$ cat config.mk
export PLATFORM = sky130hd
export DESIGN_NAME = sfd_diag
export DESIGN_NICKNAME = d
export VERILOG_FILES = /design/src/hw/sfd_diag.v
export VERILOG_INCLUDE_DIRS = /design/src /design/src/hw
export SDC_FILE = /design/constraint.sdc
export NUM_CORES = 1
export LEC_CHECK = 0
export ABC_AREA = 1
export BUFFER_PORTS_ARGS = -buffer_cell sky130_fd_sc_hd__buf_4
export CAP_MARGIN = 30
export CORE_ASPECT_RATIO = 2
export CORE_MARGIN = 2
export CORE_UTILIZATION = 55
export CTS_BUF_LIST = sky130_fd_sc_hd__clkbuf_4 sky130_fd_sc_hd__clkbuf_8
export DETAILED_ROUTE_END_ITERATION = 8
export PLACE_DENSITY = 0.73
export SYNTH_ARGS = -nofsm -noshare
export SYNTH_HDL_FRONTEND = slang
export SYNTH_SLANG_ARGS = --single-unit
$ cat constraint.sdc
create_clock -name mclk -period 1.8 [get_ports mclk]
set_clock_uncertainty 0.05 [all_clocks]
set_input_delay 0.09 -clock mclk [delete_from_list [all_inputs] [get_ports mclk]]
set_output_delay 0.09 -clock mclk [all_outputs]
set_load 0.01 [all_outputs]
$ cat src/hw/sfd_map.vh
// Register map, field layout and timing constants for the
// solenoid channel fault diagnostics block.
// Assumes a 100 MHz clock and a 32-bit classic Wishbone bus.
`ifndef SFD_MAP_VH
`define SFD_MAP_VH

// ----------------------------------------------------------
// Register byte addresses
// ----------------------------------------------------------
`define SFD_A_CFG0   8'h00
`define SFD_A_CFG1   8'h04
`define SFD_A_STAT   8'h08
`define SFD_A_MASK   8'h0c

// ----------------------------------------------------------
// Channel configuration fields
// ----------------------------------------------------------
`define SFD_F_AVG    9:0
`define SFD_F_SLEW   11:10
`define SFD_F_TYPE   12
`define SFD_F_SLOW   11
`define SFD_F_LO     7:0
`define SFD_F_HI     12:8
`define SFD_CFG_RST  13'h0000

// ----------------------------------------------------------
// Status and mask fields
// ----------------------------------------------------------
`define SFD_F_SHT    1:0
`define SFD_F_OPEN_OR_GROUND_FAULT_FLAG   3:2
`define SFD_F_REF    5:4
`define SFD_F_FLAGS  3:0
`define SFD_STAT_RST 4'h0
`define SFD_MASK_RST 4'h0

// ----------------------------------------------------------
// Timing, in printed units
// ----------------------------------------------------------
`define SFD_CLK_MHZ  100
`define SFD_SS_US    60
`define SFD_REF_MS   14
`define SFD_BLK1_US  5
`define SFD_BLK2_US  15
`define SFD_OSON_MS  12
`define SFD_FILT_US  60

// Lowest average-current command that counts as driven
`define SFD_MIN_CMD  10'h02a

`endif

$ cat src/hw/sfd_diag.v
// Fault diagnostics for two low-side solenoid channels.
// Assumes comparator outputs already synchronous to mclk and a
// current regulator that supplies the wanted gate state.
`timescale 1ns/1ps
`include "sfd_map.vh"

module sfd_diag #(
   parameter [20:0] SS_CYC   = `SFD_SS_US * `SFD_CLK_MHZ,
   parameter [20:0] REF_CYC  = `SFD_REF_MS * 1000 * `SFD_CLK_MHZ,
   parameter [20:0] OSON_CYC = `SFD_OSON_MS * 1000 * `SFD_CLK_MHZ,
   parameter [20:0] FILT_CYC = `SFD_FILT_US * `SFD_CLK_MHZ
) (
   input  wire        mclk,
   input  wire        rstn,
   input  wire        wb_cyc_i,
   input  wire        wb_stb_i,
   input  wire        wb_we_i,
   input  wire [7:0]  wb_adr_i,
   input  wire [3:0]  wb_sel_i,
   input  wire [31:0] wb_dat_i,
   output reg  [31:0] wb_dat_o,
   output reg         wb_ack_o,
   output reg         irq,
   input  wire [1:0]  gate_req,
   input  wire [1:0]  plus_over_oc,
   input  wire [1:0]  plus_below_open,
   input  wire [1:0]  sense_minus_pin_low,
   output wire [1:0]  gate_on,
   output wire [1:0]  pull_up_en,
   output wire [1:0]  pull_down_en,
   output wire [9:0]  avg_cmd0,
   output wire [9:0]  avg_cmd1,
   output wire [1:0]  slew0,
   output wire [1:0]  slew1
);

   // ----------------------------------------------------------
   // Constants
   // ----------------------------------------------------------
   localparam [10:0] BLK1_CYC = `SFD_BLK1_US * `SFD_CLK_MHZ;
   localparam [10:0] BLK2_CYC = `SFD_BLK2_US * `SFD_CLK_MHZ;
   localparam [1:0]  ST_RUN   = 2'b01;
   localparam [1:0]  ST_REF   = 2'b10;

   // ----------------------------------------------------------
   // Helper functions
   // ----------------------------------------------------------
   // Qualification counter: restarts when condition drops
   function [20:0] fn_tick;
      input        cond;
      input [20:0] cnt;
      input [20:0] lim;
      begin
         if (!cond)
            fn_tick = 21'h0;
         else if (cnt < lim)
            fn_tick = cnt + 21'h1;
         else
            fn_tick = cnt;
      end
   endfunction

   // True on the cycle a counter reaches its limit
   function fn_hit;
      input        cond;
      input [20:0] cnt;
      input [20:0] lim;
      begin
         fn_hit = cond && (cnt == lim - 21'h1);
      end
   endfunction

   // ----------------------------------------------------------
   // Bus side storage
   // ----------------------------------------------------------
   reg  [12:0] cfg_st [0:1];
   reg  [3:0]  stat;
   reg  [3:0]  mask;
   wire [1:0]  ev_sht;
   wire [1:0]  ev_open_or_ground_fault_flag;
   wire [1:0]  in_ref;
   wire [12:0] act0;
   wire [12:0] act1;

   wire        req    = wb_cyc_i & wb_stb_i & ~wb_ack_o;
   wire        wr     = req & wb_we_i;
   wire        rd     = req & ~wb_we_i;
   wire        rd_st  = rd & (wb_adr_i == `SFD_A_STAT);
   wire [3:0]  ev_all = {ev_open_or_ground_fault_flag, ev_sht};

   // Sticky flags: a new event wins over a read clear
   wire [3:0]  next_stat = (rd_st ? 4'h0 : stat) | ev_all;

   // Acknowledge one cycle after the request, for any address
   always @(posedge mclk or negedge rstn) begin
      if (!rstn)
         wb_ack_o <= 1'b0;
      else
         wb_ack_o <= req;
   end

   // Register writes with byte lanes
   always @(posedge mclk or negedge rstn) begin
      if (!rstn) begin
         cfg_st[0] <= `SFD_CFG_RST;
         cfg_st[1] <= `SFD_CFG_RST;
         mask      <= `SFD_MASK_RST;
      end else if (wr) begin
         case (wb_adr_i)
            `SFD_A_CFG0: begin
               if (wb_sel_i[0])
                  cfg_st[0][`SFD_F_LO] <= wb_dat_i[`SFD_F_LO];
               if (wb_sel_i[1])
                  cfg_st[0][`SFD_F_HI] <= wb_dat_i[`SFD_F_HI];
            end
            `SFD_A_CFG1: begin
               if (wb_sel_i[0])
                  cfg_st[1][`SFD_F_LO] <= wb_dat_i[`SFD_F_LO];
               if (wb_sel_i[1])
                  cfg_st[1][`SFD_F_HI] <= wb_dat_i[`SFD_F_HI];
            end
            `SFD_A_MASK: begin
               if (wb_sel_i[0])
                  mask <= wb_dat_i[`SFD_F_FLAGS];
            end
            default: begin
               mask <= mask;
            end
         endcase
      end
   end

   // Status flags, cleared by a status read, held otherwise
   always @(posedge mclk or negedge rstn) begin
      if (!rstn)
         stat <= `SFD_STAT_RST;
      else
         stat <= next_stat;
   end

   // Read data; unmapped addresses read as zero
   always @(posedge mclk or negedge rstn) begin
      if (!rstn) begin
         wb_dat_o <= 32'h0;
      end else if (rd) begin
         wb_dat_o <= 32'h0;
         case (wb_adr_i)
            `SFD_A_CFG0: wb_dat_o[12:0] <= cfg_st[0];
            `SFD_A_CFG1: wb_dat_o[12:0] <= cfg_st[1];
            `SFD_A_STAT: begin
               wb_dat_o[`SFD_F_FLAGS] <= stat;
               wb_dat_o[`SFD_F_REF]   <= in_ref;
            end
            `SFD_A_MASK: wb_dat_o[`SFD_F_FLAGS] <= mask;
            default:     wb_dat_o <= 32'h0;
         endcase
      end
   end

   // Level interrupt from unmasked sticky flags
   always @(posedge mclk or negedge rstn) begin
      if (!rstn)
         irq <= 1'b0;
      else
         irq <= |(next_stat & mask);
   end

   // ----------------------------------------------------------
   // Per-channel diagnostics
   // ----------------------------------------------------------
   genvar c;
   generate
      for (c = 0; c < 2; c = c + 1) begin : g_ch
         reg  [12:0] act;
         reg  [1:0]  state;
         reg         gate_r;
         reg  [10:0] blk_cnt;
         reg  [20:0] oc_cnt;
         reg  [20:0] ref_cnt;
         reg  [20:0] on_cnt;
         reg  [20:0] pos_cnt;
         reg  [20:0] neg_cnt;

         wire run      = (state == ST_RUN);
         // Settings in force from the next edge on
         wire [12:0] next_act = run ? cfg_st[c] : act;
         wire driven   = (act[`SFD_F_AVG] >= `SFD_MIN_CMD);
         wire blanking = (blk_cnt != 11'h0);

         // Overcurrent qualified only when driven and unblanked
         wire oc_cond = run & gate_r & ~blanking
                        & driven
                        & plus_over_oc[c];
         wire oc_hit  = fn_hit(oc_cond, oc_cnt, SS_CYC);
         wire ref_end = (ref_cnt == REF_CYC - 21'h1);

         // Open/ground conditions: on-open while driven and on, plus-low only undriven, minus-low undriven or gate off
         wire on_cond  = driven & gate_r;
         wire pos_cond = ~driven & plus_below_open[c];
         wire neg_cond = (~driven | ~gate_r)
                         & sense_minus_pin_low[c];

         // Next gate: regulator request unless shut down
         wire next_gate = gate_req[c] & run & ~oc_hit;

         assign ev_sht[c]  = oc_hit;
         assign ev_open_or_ground_fault_flag[c] = fn_hit(on_cond, on_cnt, OSON_CYC)
                           | fn_hit(pos_cond, pos_cnt, FILT_CYC)
                           | fn_hit(neg_cond, neg_cnt, FILT_CYC);
         assign in_ref[c]       = state[1];
         assign gate_on[c]      = gate_r;
         // Typing bit steers only the plus pin current sources
         assign pull_up_en[c]   = act[`SFD_F_TYPE];
         assign pull_down_en[c] = ~act[`SFD_F_TYPE];

         // Shutdown and refresh sequencer
         always @(posedge mclk or negedge rstn) begin
            if (!rstn) begin
               state   <= ST_RUN;
               ref_cnt <= 21'h0;
            end else begin
               case (state)
                  ST_RUN: begin
                     ref_cnt <= 21'h0;
                     if (oc_hit)
                        state <= ST_REF;
                  end
                  ST_REF: begin
                     if (ref_end) begin
                        state   <= ST_RUN;
                        ref_cnt <= 21'h0;
                     end else begin
                        ref_cnt <= ref_cnt + 21'h1;
                     end
                  end
                  default: begin
                     state   <= ST_RUN;
                     ref_cnt <= 21'h0;
                  end
               endcase
            end
         end

         // Active settings follow stored ones outside refresh
         always @(posedge mclk or negedge rstn) begin
            if (!rstn)
               act <= `SFD_CFG_RST;
            else
               act <= next_act;
         end

         // Gate drive, forced off during refresh
         always @(posedge mclk or negedge rstn) begin
            if (!rstn)
               gate_r <= 1'b0;
            else
               gate_r <= next_gate;
         end

         // Blanking window loaded on each off-to-on edge
         always @(posedge mclk or negedge rstn) begin
            if (!rstn)
               blk_cnt <= 11'h0;
            else if (next_gate & ~gate_r)
               blk_cnt <= next_act[`SFD_F_SLOW] ? BLK2_CYC
                                                : BLK1_CYC;
            else if (blanking)
               blk_cnt <= blk_cnt - 11'h1;
         end

         // Qualification timers, one set per channel
         always @(posedge mclk or negedge rstn) begin
            if (!rstn) begin
               oc_cnt  <= 21'h0;
               on_cnt  <= 21'h0;
               pos_cnt <= 21'h0;
               neg_cnt <= 21'h0;
            end else begin
               oc_cnt  <= fn_tick(oc_cond, oc_cnt, SS_CYC);
               on_cnt  <= fn_tick(on_cond, on_cnt, OSON_CYC);
               pos_cnt <= fn_tick(pos_cond, pos_cnt, FILT_CYC);
               neg_cnt <= fn_tick(neg_cond, neg_cnt, FILT_CYC);
            end
         end
      end
   endgenerate

   // ----------------------------------------------------------
   // Active settings toward the current regulator
   // ----------------------------------------------------------
   assign act0     = g_ch[0].act;
   assign act1     = g_ch[1].act;
   assign avg_cmd0 = act0[`SFD_F_AVG];
   assign avg_cmd1 = act1[`SFD_F_AVG];
   assign slew0    = act0[`SFD_F_SLEW];
   assign slew1    = act1[`SFD_F_SLEW];

endmodule

==> flow_summary.toml <==
[global_routing]
grt_pass1_vias = 14932
antenna_found_initial = 2
grt.total_usage = 0.2760
grt_pass1_wl_um = 69280
grt_max_degree = 80
overflow = 0

[layout]
final_cells = 2740
seq_area_sq_um = 7839
finish.utilization = 0.7044
n_fill_cell = 2339
multi_input_area_sq_um = 7267
fin_area_sq_um = 20240
nets = 2414
drive_gt1_frac = 0.2253
syn_to_final_growth_pct = 26.98

[worst_setup_path]
end_kind = "flip-flop"
required_ps = 2240
r2r_start = "g_ch[1].blk_cnt[1]"
reg2reg_slack_ps = -10
arrival_ps = 2250
crit_path_start_kind = "flip-flop"
reg2regPathDepth = 11
critPathMaxFanout = 5
critical_path_class = "reg -> reg"
timing.rr.end = "g_ch[1].oc_cnt[19]"

[synth]
yosysSeqAreaShare = 0.4915
syn_avg_cell_area_sq_um = 7.868
postSynthCellCount = 2026
ys_ff_latch = 313
synthArstFlopShare = 1.000
synth_edf_count = 0
synth_top_flop_cell = "dfrtp_1"
yosys_warnings = 0
synth.cell_area_sq_um = 15940
synth_cell_types = 57

[die]
fp.dieH_um = 244.8
die_x_um = 124.4
start_util = 0.5547
row_count = 88
num_io_pins = 121
core_sq_um = 28740
die_area_sq_um = 30450

[clock_network]
cts_sinks = 313
numCtsBuffers = 46
clkTransAtPathRegs_ps = 70
ctsLongestPathBuffers = 3
cts_tree = "built"
clock_latency_ps = 610
htree_levels = 2
root_buffer = "clkbuf_8"

[power_and_ir_drop]
peakVddDrop_mv = 0.7984
swShare = 0.2528
p_leak_nw = 9.521
power_density_nw_per_um2 = 767.3
clkPwrFrac = 0.423
p_switching_w = 0.003927
power_w = 0.01553
p_comb_frac = 0.088
internal-power_w = 0.01160
seqPwrFrac = 0.489

[sta]
timing.fmax_mhz = 552.2
setup_viol = 1
maxSlewViolCount = 0
worst_slack_ps = -10.84
layout_min_cycle_time_ps = 1811
tns_ps = -10.84
hold_violations = 0
fin_crit_sh = 1.006
worst_pin_slew_ps = 515.0
relSlewSlack = 0.6535
rsz0062_at_grt = "yes"

[placement]
gp_congestion = 0.9370
dpl.cell_count = 2593
place_hpwl_um = 30680
placed_cell_area_sq_um = 18020
port_buffers = 80

[routing]
drt_iter0_markers = 873
vias = 14847
antenna_left = 0
wl_per_cell_um = 15.76
wl_um = 43190
vias_per_cell = 5.419
drcViolationCount = 0
dr.pass1.iters = 6

[min_path]
hold_path.class = "in -> reg"
min_path_cells = 6
hold_path_end = "g_ch[1].oc_cnt[20]"
hold_start = "plus_over_oc[1]"

[run]
maxCapViolCount = 0

[run_status]
violations = "negative setup slack"
status = "complete, but fails checks"
cell type report:
cell class	instances	area share
Inverter	307	0.05860
Clock buffer	71	0.04549
Timing Repair Buffer	299	0.1203
Multi-Input combinational cell	1376	0.3590
Tap cell	360	0.02225
Sequential cell	313	0.3873
Clock inverter	13	0.006923
Antenna cell	1	0.0001236
layout by cell type, fill, tap and decap left out, types with 19 or more instances in the layout:
cell type and count:
nand2_2 29, nand4_1 57, nor2_1 231, xor2_1 32, dfrtp_1 308, o21ai_0 97
nor2_2 20, inv_1 279, nand3_1 112, dlygate4sd3_1 31, a21oi_1 98, buf_4 251
inv_2 19, nand2_1 408, conb_1 19, clkbuf_8 62, nor3_1 63
metrics by stage:
step | hold WS (ps) | setup WS (ps)
detailed placement | -58.50 | -105.6
finish | 42.51 | -10.84
global placement | -59.84 | -12.60
CTS | 0.6899 | -25.77
global route | 55.55 | -134.6
floorplan | -255.6 | 90.73
worst max path at each step:
stage | from | to | slack (ps) | depth (start not counted)
floorplan | g_ch[0].ref_cnt[0] | g_ch[0].ref_cnt[20] | 90 | 11
finish | g_ch[1].blk_cnt[1] | g_ch[1].oc_cnt[19] | -10 | 11
detailed placement | wb_ack_o | cfg_st[13] | -110 | 5
global placement | g_ch[1].blk_cnt[4] | g_ch[1].oc_cnt[10] | -10 | 8
CTS | g_ch[1].blk_cnt[4] | irq | -30 | 11
global route | g_ch[1].blk_cnt[1] | g_ch[1].oc_cnt[19] | -130 | 11
metal layers:
| layer | up-vias | part of all wire | track usage |
|---|---|---|---|
| li1 | 7150 | - | - |
| met1 | 7105 | 0.37 | 0.2956 |
| met2 | 435 | 0.53 | 0.5119 |
| met3 | 155 | 0.043 | 0.04316 |
| met5 | - | 0.00030 | 0 |
| met4 | 2 | 0.064 | 0.1557 |
power groups by stage:
stage	clock network (W)	registers [W]	logic (W)
after floorplan	0	0.00764	0.000680
after global routing	0.00699	0.00762	0.00154
after detailed placement	0	0.00768	0.00114
final	0.00658	0.00759	0.00137
after CTS	0.00667	0.00755	0.00124
after global placement	0	0.00766	0.00111
cell usage after synthesis, types with 4 or more instances:
library cell / count / area share
buf_4: 21 / 0.0099
nor3_1: 71 / 0.022
nand4_1: 57 / 0.022
nor2_2: 8 / 0.0031
nand2_2: 10 / 0.0039
ha_1: 14 / 0.011
xor2_1: 32 / 0.018
a21oi_1: 103 / 0.032
o21a_1: 9 / 0.0042
or2_2: 5 / 0.0020
nand3_1: 130 / 0.041
nor2_4: 4 / 0.0028
inv_1: 294 / 0.069
o21ai_2: 4 / 0.0022
nand2_1: 432 / 0.10
nor3_2: 7 / 0.0044
o31ai_1: 12 / 0.0057
o2111ai_1: 4 / 0.0022
inv_2: 11 / 0.0026
xnor2_1: 8 / 0.0044
dfrtp_1: 311 / 0.49
o21ai_0: 111 / 0.035
buf_2: 14 / 0.0044
nand4_2: 4 / 0.0031
nor4_1: 18 / 0.0071
clkbuf_1: 11 / 0.0026
nor2_1: 253 / 0.060
nor3b_1: 14 / 0.0066
o21ai_1: 9 / 0.0028
a31oi_1: 9 / 0.0035
flip-flops by register name (all words and copies together) (netlist names):
signal        flops
act0             13
act1             13
cfg_st           26
g_ch.blk_cnt     22
g_ch.gate_r       2
g_ch.neg_cnt     42
g_ch.oc_cnt      42
g_ch.on_cnt      42
g_ch.pos_cnt     42
g_ch.ref_cnt     42
g_ch.state        4
irq               1
mask              4
stat              4
wb_ack_o          1
wb_dat_o         13
critical path, stage by stage, from the launching register on:
cell and delay (ps):
dfrtp_1 410, inv_2 90, ha_4 140, inv_2 40, nor2_4 90, nand3_2 80
nor3_4 200, nand4_4 190, nand4_1 180, nor2_1 60, nor2_1 120, nor2_1 60
what timing repair did:
action / 4_1_cts / 5_1_grt
hold buffers: 32 / 0
pin swaps: 5 / 47
endpoints found under the setup margin: 32 / 163
gates resized for setup: 18 / 164
endpoints found under the hold margin: 379 / 0
gates cloned: 0 / 2
buffers inserted: 3 / 26
cell families after synthesis:
kind of cell,after synthesis,synth area share
buffers and inverters,356,0.09120
xor gates and xnor gates,40,0.02198
AOI/OAI and AO/OA,278,0.09709
DFF,313,0.4915
other,1,0.0002352
adders and majority gates,14,0.01099
and+or+nand+nor,1024,0.2870
No activity file was read; power rests on OpenSTA's default activity.
